<file path="config.mk">
export PLATFORM = sky130hd
export DESIGN_NAME = uart_ctl_flow_and_trigger
export DESIGN_NICKNAME = d
export VERILOG_FILES = /design/src/core/uart_ctl_flow_and_trigger.v /design/src/core/pin_sync.v
export VERILOG_INCLUDE_DIRS = /design/src /design/src/core
export SDC_FILE = /design/constraint.sdc
export NUM_CORES = 1
export LEC_CHECK = 0
export BUFFER_PORTS_ARGS = -buffer_cell sky130_fd_sc_hd__buf_2
export CORE_UTILIZATION = 41
export CTS_BUF_LIST = sky130_fd_sc_hd__clkbuf_8
export CTS_CLUSTER_SIZE = 30
export DETAILED_ROUTE_END_ITERATION = 6
export PLACE_DENSITY = 0.74
export SLEW_MARGIN = 20
export SYNTH_ARGS = -nofsm -noshare
export SYNTH_HDL_FRONTEND = slang
export SYNTH_SLANG_ARGS = --single-unit
</file>
<file path="constraint.sdc">
create_clock -name core_clk_in -period 4.2 [get_ports core_clk_in]
set_clock_uncertainty 0.15 [all_clocks]
set_input_delay 0.21 -clock core_clk_in [delete_from_list [all_inputs] [get_ports core_clk_in]]
set_output_delay 0.21 -clock core_clk_in [all_outputs]
set_load 0.01 [all_outputs]
</file>
<file path="src/core/uart_ctl_map.vh">
// register map, field positions and levels for the serial control block
`ifndef UART_CTL_MAP_VH
`define UART_CTL_MAP_VH

`define ADDR_W 8
`define OFS_CTRL 8'h00
`define OFS_IRQ_STATUS 8'h04
`define OFS_IRQ_MASK 8'h08
`define OFS_STATE 8'h0C

`define CTRL_WR_MASK 32'h000F_BF80
`define CTRL_RESET 32'h0000_0000
`define BIT_TX_IRQ_EN 19
`define BIT_RX_IRQ_EN 18
`define BIT_TX_DMA_EN 17
`define BIT_RX_DMA_EN 16
`define BIT_MOD_EN 15
`define BIT_MANUAL_RTS 13
`define BIT_AUTO_FLOW 12
`define RX_TRIG_HI 11
`define RX_TRIG_LO 10
`define TX_TRIG_HI 9
`define TX_TRIG_LO 8
`define BIT_CTS_CHECK 7

`define ST_RX_HI 4
`define ST_RX_LO 0
`define ST_TX_HI 12
`define ST_TX_LO 8
`define ST_GATE 16
`define ST_ALLOW 17
`define ST_CTS 18
`define ST_RTS 19

`define EVT_W 4
`define EVT_RX_TRIG 0
`define EVT_TX_TRIG 1
`define EVT_CTS_CHANGE 2
`define EVT_DMA_MISCFG 3
`define EVT_RESET 4'h0

`define TRIG_00 2'h0
`define TRIG_01 2'h1
`define TRIG_10 2'h2
`define TRIG_11 2'h3
`define LEVEL_W 5
`define LEVEL_1 5'h01
`define LEVEL_4 5'h04
`define LEVEL_8 5'h08
`define LEVEL_12 5'h0C
`define RTS_STOP_LEVEL 5'h0E

`define RESP_OKAY 2'h0
`define RESP_SLVERR 2'h2

`endif

</file>
<file path="src/core/uart_ctl_flow_and_trigger.v">
// serial port control: clock gate, rts/cts flow control, fifo triggers
`include "uart_ctl_map.vh"

// Notes on behaviour
// RULE1: module enable clear gates the port clock and idles the block.
// RULE2: manual rts bit set asserts rts, clear makes no request.
// RULE3: manual rts bit is ignored while automatic flow control is on.
// RULE4: autoflow bit makes hardware drive and honour rts/cts.
// RULE5: under autoflow, software rts and cts-check settings are overridden.
// RULE6: rx trigger 00 requests once the rx fifo holds one byte.
// RULE7: rx trigger 01 requests at four bytes, interrupt only.
// RULE8: rx trigger 11 requests at twelve bytes.
// RULE9: software using dma burst must not pick rx trigger 00 or 01.
// RULE10: software using dma single must pick rx trigger 00.
// RULE11: rx trigger 10 requests at eight bytes.
// RULE12: tx trigger requests at 1,4,8,12 free bytes; 00,01 interrupt only.
// RULE13: requests come out only when their enable bit is set.
// RULE14: every control field resets to zero.
module uart_ctl_flow_and_trigger (
	input wire core_clk_in, // 25 MHz block clock
	input wire nrst_in, // async reset, active low
	input wire ce_in, // clock enable, low freezes all state
	input wire [7:0] s_axi_awaddr_in, // write address
	input wire s_axi_awvalid_in, // write address valid
	output reg s_axi_awready_out, // write address ready
	input wire [31:0] s_axi_wdata_in, // write data
	input wire [3:0] s_axi_wstrb_in, // write byte strobes
	input wire s_axi_wvalid_in, // write data valid
	output reg s_axi_wready_out, // write data ready
	output reg [1:0] s_axi_bresp_out, // write response
	output reg s_axi_bvalid_out, // write response valid
	input wire s_axi_bready_in, // write response ready
	input wire [7:0] s_axi_araddr_in, // read address
	input wire s_axi_arvalid_in, // read address valid
	output reg s_axi_arready_out, // read address ready
	output reg [31:0] s_axi_rdata_out, // read data
	output reg [1:0] s_axi_rresp_out, // read response
	output reg s_axi_rvalid_out, // read data valid
	input wire s_axi_rready_in, // read data ready
	input wire [4:0] rx_fifo_level_in, // bytes held in rx fifo, 0..16
	input wire [4:0] tx_fifo_free_in, // free bytes in tx fifo, 0..16
	input wire cts_n_in, // clear-to-send pin, active low
	output reg rts_n_out, // request-to-send pin, active low
	output reg tx_allow_out, // transmitter may start the next byte
	output reg clk_gate_en_out, // enable for the port clock gate
	output reg rx_irq_req_out, // rx interrupt request level
	output reg rx_dma_req_out, // rx dma request level
	output reg tx_irq_req_out, // tx interrupt request level
	output reg tx_dma_req_out, // tx dma request level
	output reg irq_out // unmasked sticky event pending
);
	reg [31:0] ctrl_r;
	reg [`EVT_W-1:0] status_r;
	reg [`EVT_W-1:0] mask_r;
	reg [`EVT_W-1:0] status_nxt;
	reg [7:0] aw_addr_r;
	reg [31:0] w_data_r;
	reg [3:0] w_strb_r;
	reg aw_have_r;
	reg w_have_r;
	reg rx_hit_r;
	reg tx_hit_r;
	reg cts_prev_r;
	reg miscfg_r;
	reg [31:0] rd_word;
	wire cts_n_sync;

	// fifo level that a two-bit trigger code stands for
	function [`LEVEL_W-1:0] trig_level;
		input [1:0] code;
		begin
			case (code)
				`TRIG_00: trig_level = `LEVEL_1; // RULE6 RULE12
				`TRIG_01: trig_level = `LEVEL_4; // RULE7 RULE12
				`TRIG_10: trig_level = `LEVEL_8; // RULE11 RULE12
				default: trig_level = `LEVEL_12; // RULE8 RULE12
			endcase
		end
	endfunction

	function mapped;
		input [7:0] addr;
		begin
			mapped = (addr == `OFS_CTRL) || (addr == `OFS_IRQ_STATUS) ||
				(addr == `OFS_IRQ_MASK) || (addr == `OFS_STATE);
		end
	endfunction

	function [31:0] merge;
		input [31:0] old;
		input [31:0] data;
		input [3:0] strb;
		integer i;
		begin
			merge = old;
			for (i = 0; i < 4; i = i + 1) begin
				if (strb[i])
					merge[i*8 +: 8] = data[i*8 +: 8];
			end
		end
	endfunction

	pin_sync u_cts_sync (
		.core_clk_in(core_clk_in),
		.nrst_in(nrst_in),
		.ce_in(ce_in),
		.reset_val_in(1'b1),
		.pin_in(cts_n_in),
		.sync_out(cts_n_sync)
	);

	wire mod_en = ctrl_r[`BIT_MOD_EN];
	wire auto_flow_enable = ctrl_r[`BIT_AUTO_FLOW];
	wire manual_rts_request = ctrl_r[`BIT_MANUAL_RTS];
	wire cts_check = ctrl_r[`BIT_CTS_CHECK];
	wire [1:0] rx_trigger_level = ctrl_r[`RX_TRIG_HI:`RX_TRIG_LO];
	wire [1:0] tx_trigger_level = ctrl_r[`TX_TRIG_HI:`TX_TRIG_LO];
	wire rx_irq_enable = ctrl_r[`BIT_RX_IRQ_EN];
	wire tx_irq_enable = ctrl_r[`BIT_TX_IRQ_EN];
	wire rx_dma_req_enable = ctrl_r[`BIT_RX_DMA_EN];
	wire tx_dma_req_enable = ctrl_r[`BIT_TX_DMA_EN];

	// a disabled module compares nothing, so all requests fall
	wire rx_hit = mod_en &&
		(rx_fifo_level_in >= trig_level(rx_trigger_level)); // RULE1
	wire tx_hit = mod_en &&
		(tx_fifo_free_in >= trig_level(tx_trigger_level)); // RULE1
	// trigger codes that only serve interrupt mode never raise dma
	wire rx_dma_ok = (rx_trigger_level != `TRIG_01); // RULE7
	wire tx_dma_ok = tx_trigger_level[1]; // RULE12
	wire miscfg = (rx_dma_req_enable && !rx_dma_ok) ||
		(tx_dma_req_enable && !tx_dma_ok);
	wire cts_ok = !cts_n_sync;
	// autoflow stops the remote before the fifo overruns
	wire rts_auto = rx_fifo_level_in < `RTS_STOP_LEVEL;
	wire rts_req = mod_en && (auto_flow_enable ? rts_auto :
		manual_rts_request); // RULE2 RULE3 RULE4 RULE5
	wire tx_ok = mod_en && ((auto_flow_enable || cts_check) ?
		cts_ok : 1'b1); // RULE4 RULE5

	wire aw_take = s_axi_awvalid_in && s_axi_awready_out;
	wire w_take = s_axi_wvalid_in && s_axi_wready_out;
	wire wr_fire = aw_have_r && w_have_r && !s_axi_bvalid_out;
	wire ar_take = s_axi_arvalid_in && s_axi_arready_out;
	wire [31:0] wr_word = merge(32'h0000_0000, w_data_r, w_strb_r);

	// write channel
	always @(posedge core_clk_in or negedge nrst_in) begin
		if (!nrst_in) begin
			s_axi_awready_out <= 1'b0;
			s_axi_wready_out <= 1'b0;
			s_axi_bvalid_out <= 1'b0;
			s_axi_bresp_out <= `RESP_OKAY;
			aw_have_r <= 1'b0;
			w_have_r <= 1'b0;
			aw_addr_r <= 8'h00;
			w_data_r <= 32'h0000_0000;
			w_strb_r <= 4'h0;
		end else if (ce_in) begin
			if (aw_take) begin
				aw_addr_r <= s_axi_awaddr_in;
				aw_have_r <= 1'b1;
				s_axi_awready_out <= 1'b0;
			end else if (!aw_have_r && !s_axi_bvalid_out) begin
				s_axi_awready_out <= 1'b1;
			end
			if (w_take) begin
				w_data_r <= s_axi_wdata_in;
				w_strb_r <= s_axi_wstrb_in;
				w_have_r <= 1'b1;
				s_axi_wready_out <= 1'b0;
			end else if (!w_have_r && !s_axi_bvalid_out) begin
				s_axi_wready_out <= 1'b1;
			end
			if (wr_fire) begin
				aw_have_r <= 1'b0;
				w_have_r <= 1'b0;
				s_axi_bvalid_out <= 1'b1;
				s_axi_bresp_out <= mapped(aw_addr_r) ?
					`RESP_OKAY : `RESP_SLVERR;
			end else if (s_axi_bvalid_out && s_axi_bready_in) begin
				s_axi_bvalid_out <= 1'b0;
			end
		end
	end

	always @* begin
		rd_word = 32'h0000_0000;
		case (s_axi_araddr_in)
			`OFS_CTRL: rd_word = ctrl_r;
			`OFS_IRQ_STATUS: rd_word[`EVT_W-1:0] = status_r;
			`OFS_IRQ_MASK: rd_word[`EVT_W-1:0] = mask_r;
			// snapshot of pins and fifo levels, unused bits read 0
			`OFS_STATE: begin
				rd_word[`ST_RX_HI:`ST_RX_LO] = rx_fifo_level_in;
				rd_word[`ST_TX_HI:`ST_TX_LO] = tx_fifo_free_in;
				rd_word[`ST_GATE] = clk_gate_en_out;
				rd_word[`ST_ALLOW] = tx_allow_out;
				rd_word[`ST_CTS] = cts_n_sync;
				rd_word[`ST_RTS] = rts_n_out;
			end
			default: rd_word = 32'h0000_0000;
		endcase
	end

	// read channel, answer one cycle after the address is taken
	always @(posedge core_clk_in or negedge nrst_in) begin
		if (!nrst_in) begin
			s_axi_arready_out <= 1'b0;
			s_axi_rvalid_out <= 1'b0;
			s_axi_rdata_out <= 32'h0000_0000;
			s_axi_rresp_out <= `RESP_OKAY;
		end else if (ce_in) begin
			if (ar_take) begin
				s_axi_arready_out <= 1'b0;
				s_axi_rvalid_out <= 1'b1;
				s_axi_rdata_out <= rd_word;
				s_axi_rresp_out <= mapped(s_axi_araddr_in) ?
					`RESP_OKAY : `RESP_SLVERR;
			end else if (s_axi_rvalid_out && s_axi_rready_in) begin
				s_axi_rvalid_out <= 1'b0;
			end else if (!s_axi_rvalid_out) begin
				s_axi_arready_out <= 1'b1;
			end
		end
	end

	// sticky events: a set in the clearing cycle survives the clear
	always @* begin
		status_nxt = status_r;
		if (wr_fire && aw_addr_r == `OFS_IRQ_STATUS)
			status_nxt = status_nxt & ~wr_word[`EVT_W-1:0];
		if (rx_hit && !rx_hit_r)
			status_nxt[`EVT_RX_TRIG] = 1'b1;
		if (tx_hit && !tx_hit_r)
			status_nxt[`EVT_TX_TRIG] = 1'b1;
		if (cts_n_sync != cts_prev_r)
			status_nxt[`EVT_CTS_CHANGE] = 1'b1;
		if (miscfg && !miscfg_r)
			status_nxt[`EVT_DMA_MISCFG] = 1'b1; // RULE9 RULE10
	end

	// control registers and flow outputs
	always @(posedge core_clk_in or negedge nrst_in) begin
		if (!nrst_in) begin
			ctrl_r <= `CTRL_RESET; // RULE14
			status_r <= `EVT_RESET;
			mask_r <= `EVT_RESET;
			rx_hit_r <= 1'b0;
			tx_hit_r <= 1'b0;
			cts_prev_r <= 1'b1;
			miscfg_r <= 1'b0;
			rts_n_out <= 1'b1;
			tx_allow_out <= 1'b0;
			clk_gate_en_out <= 1'b0;
			rx_irq_req_out <= 1'b0;
			rx_dma_req_out <= 1'b0;
			tx_irq_req_out <= 1'b0;
			tx_dma_req_out <= 1'b0;
			irq_out <= 1'b0;
		end else if (ce_in) begin
			if (wr_fire && aw_addr_r == `OFS_CTRL)
				ctrl_r <= merge(ctrl_r, w_data_r, w_strb_r) &
					`CTRL_WR_MASK;
			// the mask bits all sit in byte lane 0
			if (wr_fire && aw_addr_r == `OFS_IRQ_MASK && w_strb_r[0])
				mask_r <= w_data_r[`EVT_W-1:0];
			status_r <= status_nxt;
			rx_hit_r <= rx_hit;
			tx_hit_r <= tx_hit;
			cts_prev_r <= cts_n_sync;
			miscfg_r <= miscfg;
			clk_gate_en_out <= mod_en; // RULE1
			rts_n_out <= !rts_req; // RULE2 RULE3
			tx_allow_out <= tx_ok; // RULE5
			rx_irq_req_out <= rx_hit && rx_irq_enable; // RULE13
			tx_irq_req_out <= tx_hit && tx_irq_enable; // RULE13
			rx_dma_req_out <= rx_hit && rx_dma_ok &&
				rx_dma_req_enable; // RULE13
			tx_dma_req_out <= tx_hit && tx_dma_ok &&
				tx_dma_req_enable; // RULE13
			irq_out <= |(status_nxt & mask_r);
		end
	end
endmodule // uart_ctl_flow_and_trigger

</file>
<file path="src/core/pin_sync.v">
// two flip-flop synchroniser for one pin level
module pin_sync (
	input wire core_clk_in, // block clock
	input wire nrst_in, // async reset, active low
	input wire ce_in, // clock enable
	input wire reset_val_in, // reset level input, unused; both stages reset to 1
	input wire pin_in, // asynchronous pin
	output reg sync_out // synchronised level
);
	reg stage1_r;

	always @(posedge core_clk_in or negedge nrst_in) begin
		if (!nrst_in) begin
			stage1_r <= 1'b1;
			sync_out <= 1'b1;
		end else if (ce_in) begin
			stage1_r <= pin_in;
			sync_out <= stage1_r;
		end
	end
endmodule // pin_sync

</file>
Word level (Yosys, flattened, before mapping)
Cells that the tools add are included.

Bits in registers: 96. Output and inout port bits: 49. Word-level logic and storage cells: 157.

Bitwise gates (word level): 3. Reductions and logical operators: 72. Mux-type cells: 33. Order comparisons: 3. Eq/ne operators: 14.

Operator list (number): one-hot mux 4 bit (3 select lines) (3); == test 8 x 4 -> 1 bit, second input constant (4); logical AND 1 bit (28); 2-to-1 mux 1 bit (22); AND reduction 2 bit (11); == test 8 x 3 -> 1 bit, second input constant (2); logical NOT 8 bit (2); AND reduction 3 bit (4); nonzero test 2 bit (6); greater-or-equal comparator 5 bit (2); logical NOT 1 bit (10); one-hot mux 5 bit (2 select lines) (1); AND 4 bit (2); logical OR 1 bit (8); 2-to-1 mux 4 bit (2); one-hot mux 4 bit (2 select lines) (1); 2-to-1 mux 3 bit (2); less-than comparator 5 x 4 -> 1 bit, second input constant (1); == test 2 x 1 -> 1 bit, second input constant (2); == test 2 bit, second input constant (2); logical NOT 2 bit (2); 2-to-1 mux 2 bit (2); inequality test 2 x 1 -> 1 bit, second input constant (2); inverter 4 bit (1); 3 further kinds (3).

Depth between registers and ports, before layout
Gate-level depths: netlist of the first run.

Word-level depth: 8. Depth in mapped cells: 7. Mapped depth without buffers: 7.

By module
From an unflattened synthesis of the first run, not the netlist that was laid out.

Cell total of the unflattened synthesis: 346. Area total of the unflattened synthesis: 3973.8 um^2.

By module, submodules not included: uart_ctl_flow_and_trigger (area each 3898.7 um^2, seq. area each 2129.5 um^2, times used 1, cells each 342); pin_sync (area each 75.1 um^2, seq. area each 52.6 um^2, times used 1, cells each 4).

Worst setup path after synthesis of the first run
Ideal clock, no wire load.

Kind: reg-to-reg. From: register aw_addr_r[5]. To: register ctrl_r[10]. Clock period less this slack: 2021 ps. Path slack: 2179 ps. Cell stages (with the launch flop): 6. Data arrival time: 1746 ps. Library setup time: 125 ps. Path through: dfrtp_1 or4_4 nor3_4 and3b_4 nand2_4 mux2_4.

Word-level cells in the longest chain between the ends: 3.

RTL lines: start, declared (RTL line uart_ctl_flow_and_trigger.v:56) `reg [7:0] aw_addr_r;`; start signal, assigned (RTL line uart_ctl_flow_and_trigger.v:161) `aw_addr_r <= s_axi_awaddr_in;`; logical NOT 8 bit (no source line); logical AND 1 bit (no source line); AND reduction 3 bit (no source line); end signal, assigned (RTL line uart_ctl_flow_and_trigger.v:246) `` ctrl_r <= `CTRL_RESET; ``; end signal, assigned (RTL line uart_ctl_flow_and_trigger.v:263) `ctrl_r <= merge(ctrl_r, w_data_r, w_strb_r) &`; end, declared (RTL line uart_ctl_flow_and_trigger.v:52) `reg [31:0] ctrl_r;`.

Every way passes these cells. A chain may end at the register's enable or synchronous reset.

Worst setup path after layout of the first run
From: register aw_addr_r[5]. To: register ctrl_r[13].

Same word-level chain as after synthesis.

==> impl_metrics.env, run 1 <==
export IMPL_setup_viol=0
export IMPL_fin_setup_tns_ps=0
export IMPL_area_delta_synth_final_pct=26.1
export IMPL_rows=35
export IMPL_maxSlewHeadroom_pct=31.5
export IMPL_final_layout_size_suffix_gt1_share_pct=33.9
export IMPL_dieArea_um2=10100
export IMPL_synth_area_per_cell_um2=11.5
export IMPL_cts_path_max_buffers=2
export IMPL_ys_seq_area_share_pct=55.0
export IMPL_worst_setup_path_end_kind="flop"
export IMPL_maxSlewViolCount=0
export IMPL_status="finished, final reports clean"
export IMPL_grt_overflow=0
export IMPL_worst_hold_path_type="primary input to flop"
export IMPL_drv_cap=0
export IMPL_worst_r2r_endpoint="ctrl_r[13]$_DFFE_PN0P_"
export IMPL_reg2reg_slack_ps=2020
export IMPL_synthCells=345
export IMPL_ys_async_sr_fraction_pct=100
export IMPL_clock_latency_ps=350
export IMPL_power_density_nw_per_um2=473
export IMPL_cp_arrival_ps=2270
export IMPL_crit_slowest_cell="or4_4"
export IMPL_gp_congestion=0.812
export IMPL_grt_usage_pct=17.5
export IMPL_dr_total_vias=2920
export IMPL_path_clk_slew_ps=90
export IMPL_min_period_ps=2180
export IMPL_fin_crit_sh_pct=52.0
export IMPL_crit_required_ps=4280
export IMPL_drtIter0Drc=118
export IMPL_ant_nets=0
export IMPL_wl_per_cell_um=13.8
export IMPL_cts_root_buf="clkbuf_8"
export IMPL_drt_pass1_iterations=4
export IMPL_cp_top_family="simple AND/OR/NAND/NOR gates"
export IMPL_post_place_ws_ps=1780
export IMPL_nets=541
export IMPL_grt_pass1_wl_um=13500
export IMPL_r2r_cells=5
export IMPL_synthesis_area_um2=3970
export IMPL_mostFrequentLayoutCells="buf_2 (84), dfrtp_1 (83), mux2_2 (41), dlygate4sd3_1 (36), nor2_1 (29)"
export IMPL_coreArea_um2=9330
export IMPL_power_leakage_nw=2.42
export IMPL_finalHoldViolCount=0
export IMPL_final_common_cell="buf_2"
export IMPL_antenna_cells=0
export IMPL_grt_pass1_vias=2811
export IMPL_ys_warn_count=0
export IMPL_pin_count=120
export IMPL_start_kind="flop"
export IMPL_hold_path_depth=3
export IMPL_avgViaCountPerCell=4.88
export IMPL_grt_start_max_net_pins=88
export IMPL_dp_hpwl_um=5920
export IMPL_synth_distinct_cells=43
export IMPL_ys_ff_latch=87
export IMPL_cts_sinks=87
export IMPL_r2r_start="aw_addr_r[5]$_DFFE_PN0P_"
export IMPL_cts_buffers=9
export IMPL_htreeDepth=3
export IMPL_antenna_found_initial=0
export IMPL_portBuffers=85
export IMPL_peakVddDrop_mv=0.315
export IMPL_rsz0062_at_grt="no"
export IMPL_drc=0
export IMPL_die_h_um=100
export IMPL_synth_ff_type="dfrtp_1"
export IMPL_worstHoldStart="tx_fifo_free_in[3]"
export IMPL_worstSetupPathType="flop to flop"
export IMPL_crit_fanout=7
export IMPL_fmax_mhz=458
export IMPL_initial_core_util_pct=42.6
export IMPL_min_delay_worst_endpoint="s_axi_rdata_out[11]$_DFFE_PN0P_"
export IMPL_crit_buf_inv=0
export IMPL_critPathMaxStageDelay_ps=550
export IMPL_cts_tree="yes"
export IMPL_drt_wl_total_um=8230
export IMPL_setup_ws_ps=2020
export IMPL_synth_edf_count=0
export IMPL_crit_chain="or4_4, nor3_4, and3b_4, nand2_4, mux2_4"
export IMPL_die_w_um=100
export IMPL_tightestPinTransition_ps=1020
==> registers in the layout, summed over array words and instances (netlist names), 3 cells and up <==
name / cells
aw_addr_r: 8
ctrl_r: 12
mask_r: 4
s_axi_rdata_out: 17
status_r: 4
w_data_r: 16
w_strb_r: 3
==> per-stage QoR <==
| stage | util, % | std cells | area [µm²] | power (mW) | hold slack [ps] |
|---|---|---|---|---|---|
| 2_1_floorplan | - | 361 | 4030 | 1.59 | -236 |
| 6_report | 53.7 | 598 | 5010 | 2.37 | 18.4 |
| 5_1_grt | 53.7 | 598 | 5010 | 2.52 | 53.5 |
| 4_1_cts | 53.6 | 598 | 5000 | 2.39 | 4.77 |
| 3_3_place_gp | 47.6 | 546 | 4440 | 1.75 | 292 |
| 3_5_place_dp | 47.6 | 546 | 4440 | 1.79 | 296 |
==> worst max path at each step <==
| stage | depth (start not counted) | startpoint | slack, ps | endpoint |
|---|---|---|---|---|
| 2_1_floorplan | 5 | aw_addr_r[5]$_DFFE_PN0P_ | 2180 | ctrl_r[10]$_DFFE_PN0P_ |
| 3_5_place_dp | 3 | ce_in | 1780 | w_data_r[16]$_DFFE_PN0P_ |
| 4_1_cts | 5 | aw_addr_r[5]$_DFFE_PN0P_ | 2010 | ctrl_r[13]$_DFFE_PN0P_ |
| 6_report | 5 | aw_addr_r[5]$_DFFE_PN0P_ | 2020 | ctrl_r[13]$_DFFE_PN0P_ |
| 5_1_grt | 7 | ctrl_r[9]$_DFFE_PN0P_ | 1880 | irq_out$_DFFE_PN0P_ |
| 3_3_place_gp | 3 | ce_in | 1790 | w_data_r[11]$_DFFE_PN0P_ |
==> routing by layer <==
| metal | up-vias | GRT usage, % | share of wire (%) |
|---|---|---|---|
| li1 | 1416 | - | - |
| met2 | 111 | 27.9 | 45 |
| met4 | 0 | 4.01 | 1.0 |
| met1 | 1385 | 23.6 | 47 |
| met3 | 8 | 5.22 | 6.2 |
| met5 | - | 0 | 0 |
==> cell usage after synthesis, types with 2 or more instances <==
library cell	count	share of area, %
nand2_4	2	0.57
o22ai_1	5	0.79
buf_4	17	3.2
a21oi_1	2	0.25
a41oi_1	2	0.44
nor4b_1	2	0.44
o21a_1	4	0.76
nor2_1	29	2.7
buf_2	2	0.25
and3_1	4	0.63
mux2_2	41	12
a31oi_1	3	0.47
mux2_4	7	2.6
dfrtp_1	83	52
a22oi_1	4	0.76
nand2b_1	2	0.32
inv_1	22	2.1
dfstp_2	4	2.6
nand3_1	12	1.5
a22o_1	3	0.66
nand2_1	26	2.5
clkbuf_1	10	0.95
nand4b_1	2	0.44
o21ai_0	22	2.8
ha_1	6	1.9
nor2b_1	2	0.32
a221oi_1	10	2.2
a21boi_0	2	0.38
==> tightest hold or removal path: stages <==
cell	delay, ps
buf_2	100
a221oi_1	90
nor2_1	90
==> where the power goes <==
group / total (mW) / switching (mW) / leakage [nW] / internal [mW]
clock network: 0.578 / 0.289 / 0.104 / 0.289
logic: 0.545 / 0.244 / 1.22 / 0.301
registers: 1.25 / 0.175 / 1.09 / 1.07
==> kinds of logic (layout without fill, tap and decap cells) <==
family | count (synthesis) | after routing | synth area share, %
compound gates | 60 | 60 | 10.1
xor+xnor | 1 | 1 | 0.221
fa+ha+maj | 6 | 6 | 1.89
buf+inv | 51 | 159 | 6.49
flops | 87 | 87 | 55.0
mux | 49 | 49 | 14.5
other cells | 1 | 17 | 0.0945
simple gates | 90 | 90 | 11.7
==> repair_timing <==
item                                   in CTS  in global routing
gates resized for setup                     0                  0
endpoints found under the hold margin     118                  0
hold buffers                               36                  0
setup buffers                               0                  0
==> cell type report <==
cell class	instances	area, µm²
multi-input combinational	223	1590
timing repair buffer	121	792
clock buffer	10	138
fill	826	4320
clock inverter	6	60.1
sequential	87	2180
tap	129	161
inverter	22	82.6
(Power assumes the default switching activity.)
==> run 2, diff against run 1 <==
clock period = 2.1 ns   (was 4.2 ns; I/O delays follow)
==> run 2 against run 1 <==
Die area unchanged; sequential power increased by 100%; largest cell class unchanged; non-clock buffer count grew 13; critical endpoint unchanged; critical path depth unchanged.
==> impl_metrics.env, run 2 (same netlist as run 1, synthesis figures left out) <==
export IMPL_dr_wl_met2_um=4000
export IMPL_rsz0062_at_grt="yes"
export IMPL_power_leakage_nw=2.48
export IMPL_area_delta_synth_final_pct=29.2
export IMPL_ant_nets=0
export IMPL_wl_met3_um=478
export IMPL_coreArea_um2=9330
export IMPL_pin_count=120
export IMPL_cts_buffers=9
export IMPL_avgViaCountPerCell=4.98
export IMPL_grt_pass1_wl_um=14100
export IMPL_gp_congestion=0.798
export IMPL_maxSlewHeadroom_pct=52.9
export IMPL_grt_overflow=0
export IMPL_cp_top_family="simple AND/OR/NAND/NOR gates"
export IMPL_r2r_start="aw_addr_r[5]$_DFFE_PN0P_"
export IMPL_worstHoldStart="s_axi_araddr_in[2]"
export IMPL_cts_setup_buffers=0
export IMPL_cts_sinks=87
export IMPL_status="finished, final reports clean"
export IMPL_dr_total_vias=3037
export IMPL_stdcell_area_um2=5130
export IMPL_die_w_um=100
export IMPL_drt_wl_total_um=8480
export IMPL_largest_reg_flops=17
export IMPL_drt_pass1_iterations=4
export IMPL_dieArea_um2=10100
export IMPL_antenna_cells=0
export IMPL_crit_slowest_cell="or4_4"
export IMPL_grt_usage_pct=18.3
export IMPL_cp_arrival_ps=2170
export IMPL_worst_hold_path_type="primary input to flop"
export IMPL_startpoint="aw_addr_r[5]$_DFFE_PN0P_"
export IMPL_start_kind="flop"
export IMPL_dp_hpwl_um=6310
export IMPL_instances_no_fill=610
export IMPL_fmax_mhz=480
export IMPL_maxSlewViolCount=0
export IMPL_regMostFlops="s_axi_rdata_out"
export IMPL_rows=35
export IMPL_fin_crit_sh_pct=99.1
export IMPL_tightestPinTransition_ps=706
export IMPL_final_layout_size_suffix_gt1_share_pct=35.8
export IMPL_crit_required_ps=2190
export IMPL_drv_cap=0
export IMPL_nFillCells=826
export IMPL_cts_path_max_buffers=2
export IMPL_cts_tree="yes"
export IMPL_highest_layer="met4"
export IMPL_reg_top3="s_axi_rdata_out: 17 flops, w_data_r: 16 flops, ctrl_r: 12 flops"
export IMPL_dpl_instance_area_um2=4530
export IMPL_worstSetupPathType="flop to flop"
export IMPL_die_h_um=100
export IMPL_crit_fanout=7
export IMPL_antenna_found_initial=0
export IMPL_initial_core_util_pct=42.6
export IMPL_final_common_cell="buf_2"
export IMPL_finalHoldViolCount=0
export IMPL_grt_pass1_vias=2940
export IMPL_drtIter0Drc=139
export IMPL_setup_viol=0
export IMPL_min_period_ps=2080
export IMPL_post_place_cells=557
export IMPL_grt_start_max_net_pins=59
export IMPL_htreeDepth=3
export IMPL_path_clk_slew_ps=80
export IMPL_clock_latency_ps=350
export IMPL_cts_root_buf="clkbuf_8"
export IMPL_crit_buf_inv=0
export IMPL_mostFrequentLayoutCells="buf_2 (84), dfrtp_1 (83), mux2_2 (41), dlygate4sd3_1 (38), nor2_1 (29)"
export IMPL_worst_setup_path_end_kind="flop"
export IMPL_peakVddDrop_mv=0.659
export IMPL_drc=0
export IMPL_nets=554
export IMPL_power_density_nw_per_um2=935
export IMPL_critPathMaxStageDelay_ps=540
export IMPL_wl_met1_um=3900
export IMPL_portBuffers=85
export IMPL_crit_chain="or4_4, nor3_4, and3b_4, nand2_8, mux2_4"
export IMPL_wl_per_cell_um=13.9
## run 2: cell types whose count changed in the layout (fill, tap and decap cells not counted), sizes merged
cell,change
inv,-1
clkinv,-1
buf,+11
clkbuf,+1
dlygate4sd3,+2
## run 2: worst paths after layout
path	to	slack [ps]	depth (start not counted)
worst min register to register	s_axi_rdata_out[13]$_DFFE_PN0P_	320	2
worst max-delay path	ctrl_r[13]$_DFFE_PN0P_	20	5
min in group asynchronous	w_data_r[19]$_DFFE_PN0P_	200	2
worst min-delay path	s_axi_rdata_out[2]$_DFFE_PN0P_	10	3
max in group asynchronous	cts_prev_r$_DFFE_PN1P_	880	3
worst max register to register	ctrl_r[13]$_DFFE_PN0P_	20	5
## run 2: worst reg2reg max path, delay by kind of cell, from the launching register on
kind | cells | cell delay [ps]
AND/OR/NAND/NOR | 4 | 1120
multiplexers | 1 | 310
flip-flops | 1 | 380
## run 2: where the power goes
part           internal (mW)  switching, mW
combinational          0.623          0.508
clock                  0.602          0.548
sequential              2.15          0.365
total                   3.37           1.42
## run 2: final cells by class
cell class	count	area [µm²]	area share, %
Sequential cell	87	2180	42.6
Tap cell	129	161	3.15
Inverter	22	82.6	1.61
Multi-Input combinational cell	223	1610	31.5
Timing Repair Buffer	134	891	17.4
Clock buffer	11	151	2.95
Clock inverter	4	46.3	0.903
## run 2: layer usage
metal  global-route usage (%)  up-vias
met5                        0        -
met4                     4.91        0
met3                     5.29       11
met2                     29.3      111
met1                     24.3     1476
li1                         -     1439
## run 2: stage by stage
| stage | util, % | worst slack (ps) | setup TNS, ps | hold slack [ps] | power, mW |
|---|---|---|---|---|---|
| after floorplan | - | 79.0 | 0 | -341 | 3.18 |
| after global placement | 48.5 | 57.8 | 0 | 48.6 | 3.53 |
| after detailed placement | 48.5 | 9.37 | 0 | 56.7 | 3.62 |
| after CTS | 54.8 | 3.63 | 0 | 5.32 | 4.83 |
| after global routing | 55.0 | -44.2 | -285 | 39.7 | 5.10 |
| final | 55.0 | 18.5 | 0 | 14.9 | 4.79 |
## run 2: repair_timing
item | CTS | global route
endpoints found under the hold margin | 90 | 0
endpoints found under the setup margin | 1 | 14
gates resized for setup | 1 | 8
pin swaps | 1 | 2
hold buffers | 38 | 0
==> run 3, diff against run 2 <==
SYNTH_HIERARCHICAL = 1   (was unset)
==> run 3 against run 2 <==
Sequential cell count unchanged; synthesized cell count unchanged; sequential share of layout area down 0.11 points; largest power group unchanged.
==> impl_metrics.env, run 3 <==
export IMPL_setup_viol=0
export IMPL_cts_root_buf="clkbuf_8"
export IMPL_drtIter0Drc=143
export IMPL_ant_nets=0
export IMPL_pin_count=120
export IMPL_fmax_mhz=481
export IMPL_nFillCells=807
export IMPL_tightestPinTransition_ps=668
export IMPL_worstSetupPathType="flop to flop"
export IMPL_crit_required_ps=2190
export IMPL_cts_path_max_buffers=2
export IMPL_ys_warn_count=6
export IMPL_largest_reg_flops=17
export IMPL_coreArea_um2=9330
export IMPL_multi_input_area_um2=1610
export IMPL_die_w_um=100
export IMPL_min_period_ps=2080
export IMPL_r2r_start="aw_addr_r[5]$_DFFE_PN0P_"
export IMPL_drc=0
export IMPL_wl_per_cell_um=14.1
export IMPL_fin_setup_tns_ps=0
export IMPL_dp_hpwl_um=6280
export IMPL_crit_fanout=7
export IMPL_cp_arrival_ps=2170
export IMPL_final_core_util_pct=55.1
export IMPL_dr_total_vias=3066
export IMPL_cts_tree="yes"
export IMPL_worstHoldStart="s_axi_araddr_in[0]"
export IMPL_cts_buffers=9
export IMPL_r2r_cells=5
export IMPL_grt_usage_pct=18.4
export IMPL_min_delay_worst_endpoint="s_axi_rdata_out[3]$_DFFE_PN0P_"
export IMPL_hold_path_depth=4
export IMPL_peakVddDrop_mv=0.644
export IMPL_grt_overflow=0
export IMPL_fin_crit_sh_pct=98.9
export IMPL_synthesis_area_um2=3970
export IMPL_clock_latency_ps=360
export IMPL_worst_r2r_endpoint="ctrl_r[10]$_DFFE_PN0P_"
export IMPL_power_leakage_nw=2.47
export IMPL_maxSlewViolCount=0
export IMPL_rows=35
export IMPL_path_clk_slew_ps=80
export IMPL_initial_core_util_pct=42.6
export IMPL_antenna_cells=0
export IMPL_synthCells=345
export IMPL_rsz0062_at_grt="yes"
export IMPL_regArea_um2=2180
export IMPL_grt_start_max_net_pins=49
export IMPL_worst_setup_path_end_kind="flop"
export IMPL_reg2reg_slack_ps=20
export IMPL_grt_pass1_vias=2928
export IMPL_reg_top3="s_axi_rdata_out: 17 flops, w_data_r: 16 flops, ctrl_r: 12 flops"
export IMPL_avgViaCountPerCell=5.03
export IMPL_worst_hold_path_type="primary input to flop"
export IMPL_drt_pass1_iterations=4
export IMPL_drt_wl_total_um=8610
export IMPL_drv_cap=0
export IMPL_cts_sinks=87
export IMPL_gp_congestion=0.801
export IMPL_mostFrequentLayoutCells="buf_2 (84), dfrtp_1 (83), mux2_2 (41), dlygate4sd3_1 (39), nor2_1 (29)"
export IMPL_synth_area_per_cell_um2=11.5
export IMPL_final_layout_size_suffix_gt1_share_pct=35.4
export IMPL_nets=553
export IMPL_final_common_cell="buf_2"
export IMPL_status="finished, final reports clean"
export IMPL_portBuffers=85
export IMPL_grt_pass1_wl_um=14300
export IMPL_finalHoldViolCount=0
export IMPL_antenna_found_initial=0
export IMPL_regMostFlops="s_axi_rdata_out"
export IMPL_maxSlewHeadroom_pct=55.3
export IMPL_area_delta_synth_final_pct=29.5
export IMPL_htreeDepth=3
export IMPL_dieArea_um2=10100
export IMPL_die_h_um=100
export IMPL_start_kind="flop"
export IMPL_power_density_nw_per_um2=946
==> run 3: cell count changes in the layout (fill, tap and decap cells not counted), moves of 2 or more <==
cell	before	now
buf_4	12	9
clkbuf_8	11	9
o21ai_0	17	20
o21ai_1	5	2
==> run 3: worst max-delay path by stage <==
stage / end / from / cells after the start
3_3_place_gp: ctrl_r[11]$_DFFE_PN0P_ / aw_addr_r[5]$_DFFE_PN0P_ / 5
6_report: ctrl_r[10]$_DFFE_PN0P_ / aw_addr_r[5]$_DFFE_PN0P_ / 5
3_5_place_dp: irq_out$_DFFE_PN0P_ / ctrl_r[8]$_DFFE_PN0P_ / 7
4_1_cts: ctrl_r[10]$_DFFE_PN0P_ / aw_addr_r[5]$_DFFE_PN0P_ / 5
2_1_floorplan: ctrl_r[10]$_DFFE_PN0P_ / aw_addr_r[5]$_DFFE_PN0P_ / 5
5_1_grt: ctrl_r[9]$_DFFE_PN0P_ / aw_addr_r[5]$_DFFE_PN0P_ / 5
==> run 3: per-layer routing <==
metal	vias to the layer above	track usage (%)	routed length, µm
li1	1450	-	-
met1	1483	24.7	3860
met2	121	29.3	4050
met3	12	4.53	565
met4	0	6.47	129
met5	-	0	0
==> run 3: metrics by stage <==
stage               hold slack (ps)  instances  total power, mW  worst slack [ps]  area, µm²
finish                         10.6        609             4.87              22.3       5140
detailed placement            -31.4        554             3.60              1.34       4520
global placement              -37.7        554             3.53              58.2       4520
floorplan                      -341        361             3.18              79.0       4030
CTS                           0.983        608             4.90              2.84       5120
global route                   54.4        609             5.17             -39.6       5140
==> run 3: worst max-delay path, stage by stage (launching register included) <==
cell and delay, ps:
dfrtp_1 380, or4_4 540, nor3_4 180, and3b_4 290, nand2_8 100, mux2_4 310
==> run 3: layout make-up <==
cell class,count,area share (%)
clock buffer,9,2.41
sequential,87,42.4
timing repair buffer,133,17.5
clock inverter,6,1.68
inverter,22,1.61
multi-input combinational,223,31.2
tap,129,3.14
==> run 3: timing repair <==
action,4_1_cts,5_1_grt
endpoints found under the setup margin,1,12
setup buffers,0,1
pin swaps,0,2
gates resized for setup,1,4
endpoints found under the hold margin,77,0
hold buffers,39,0
==> run 3: power breakdown <==
part           switching [mW]  internal (mW)
combinational           0.501          0.625
sequential              0.357           2.15
clock                   0.576          0.661
total                    1.43           3.43
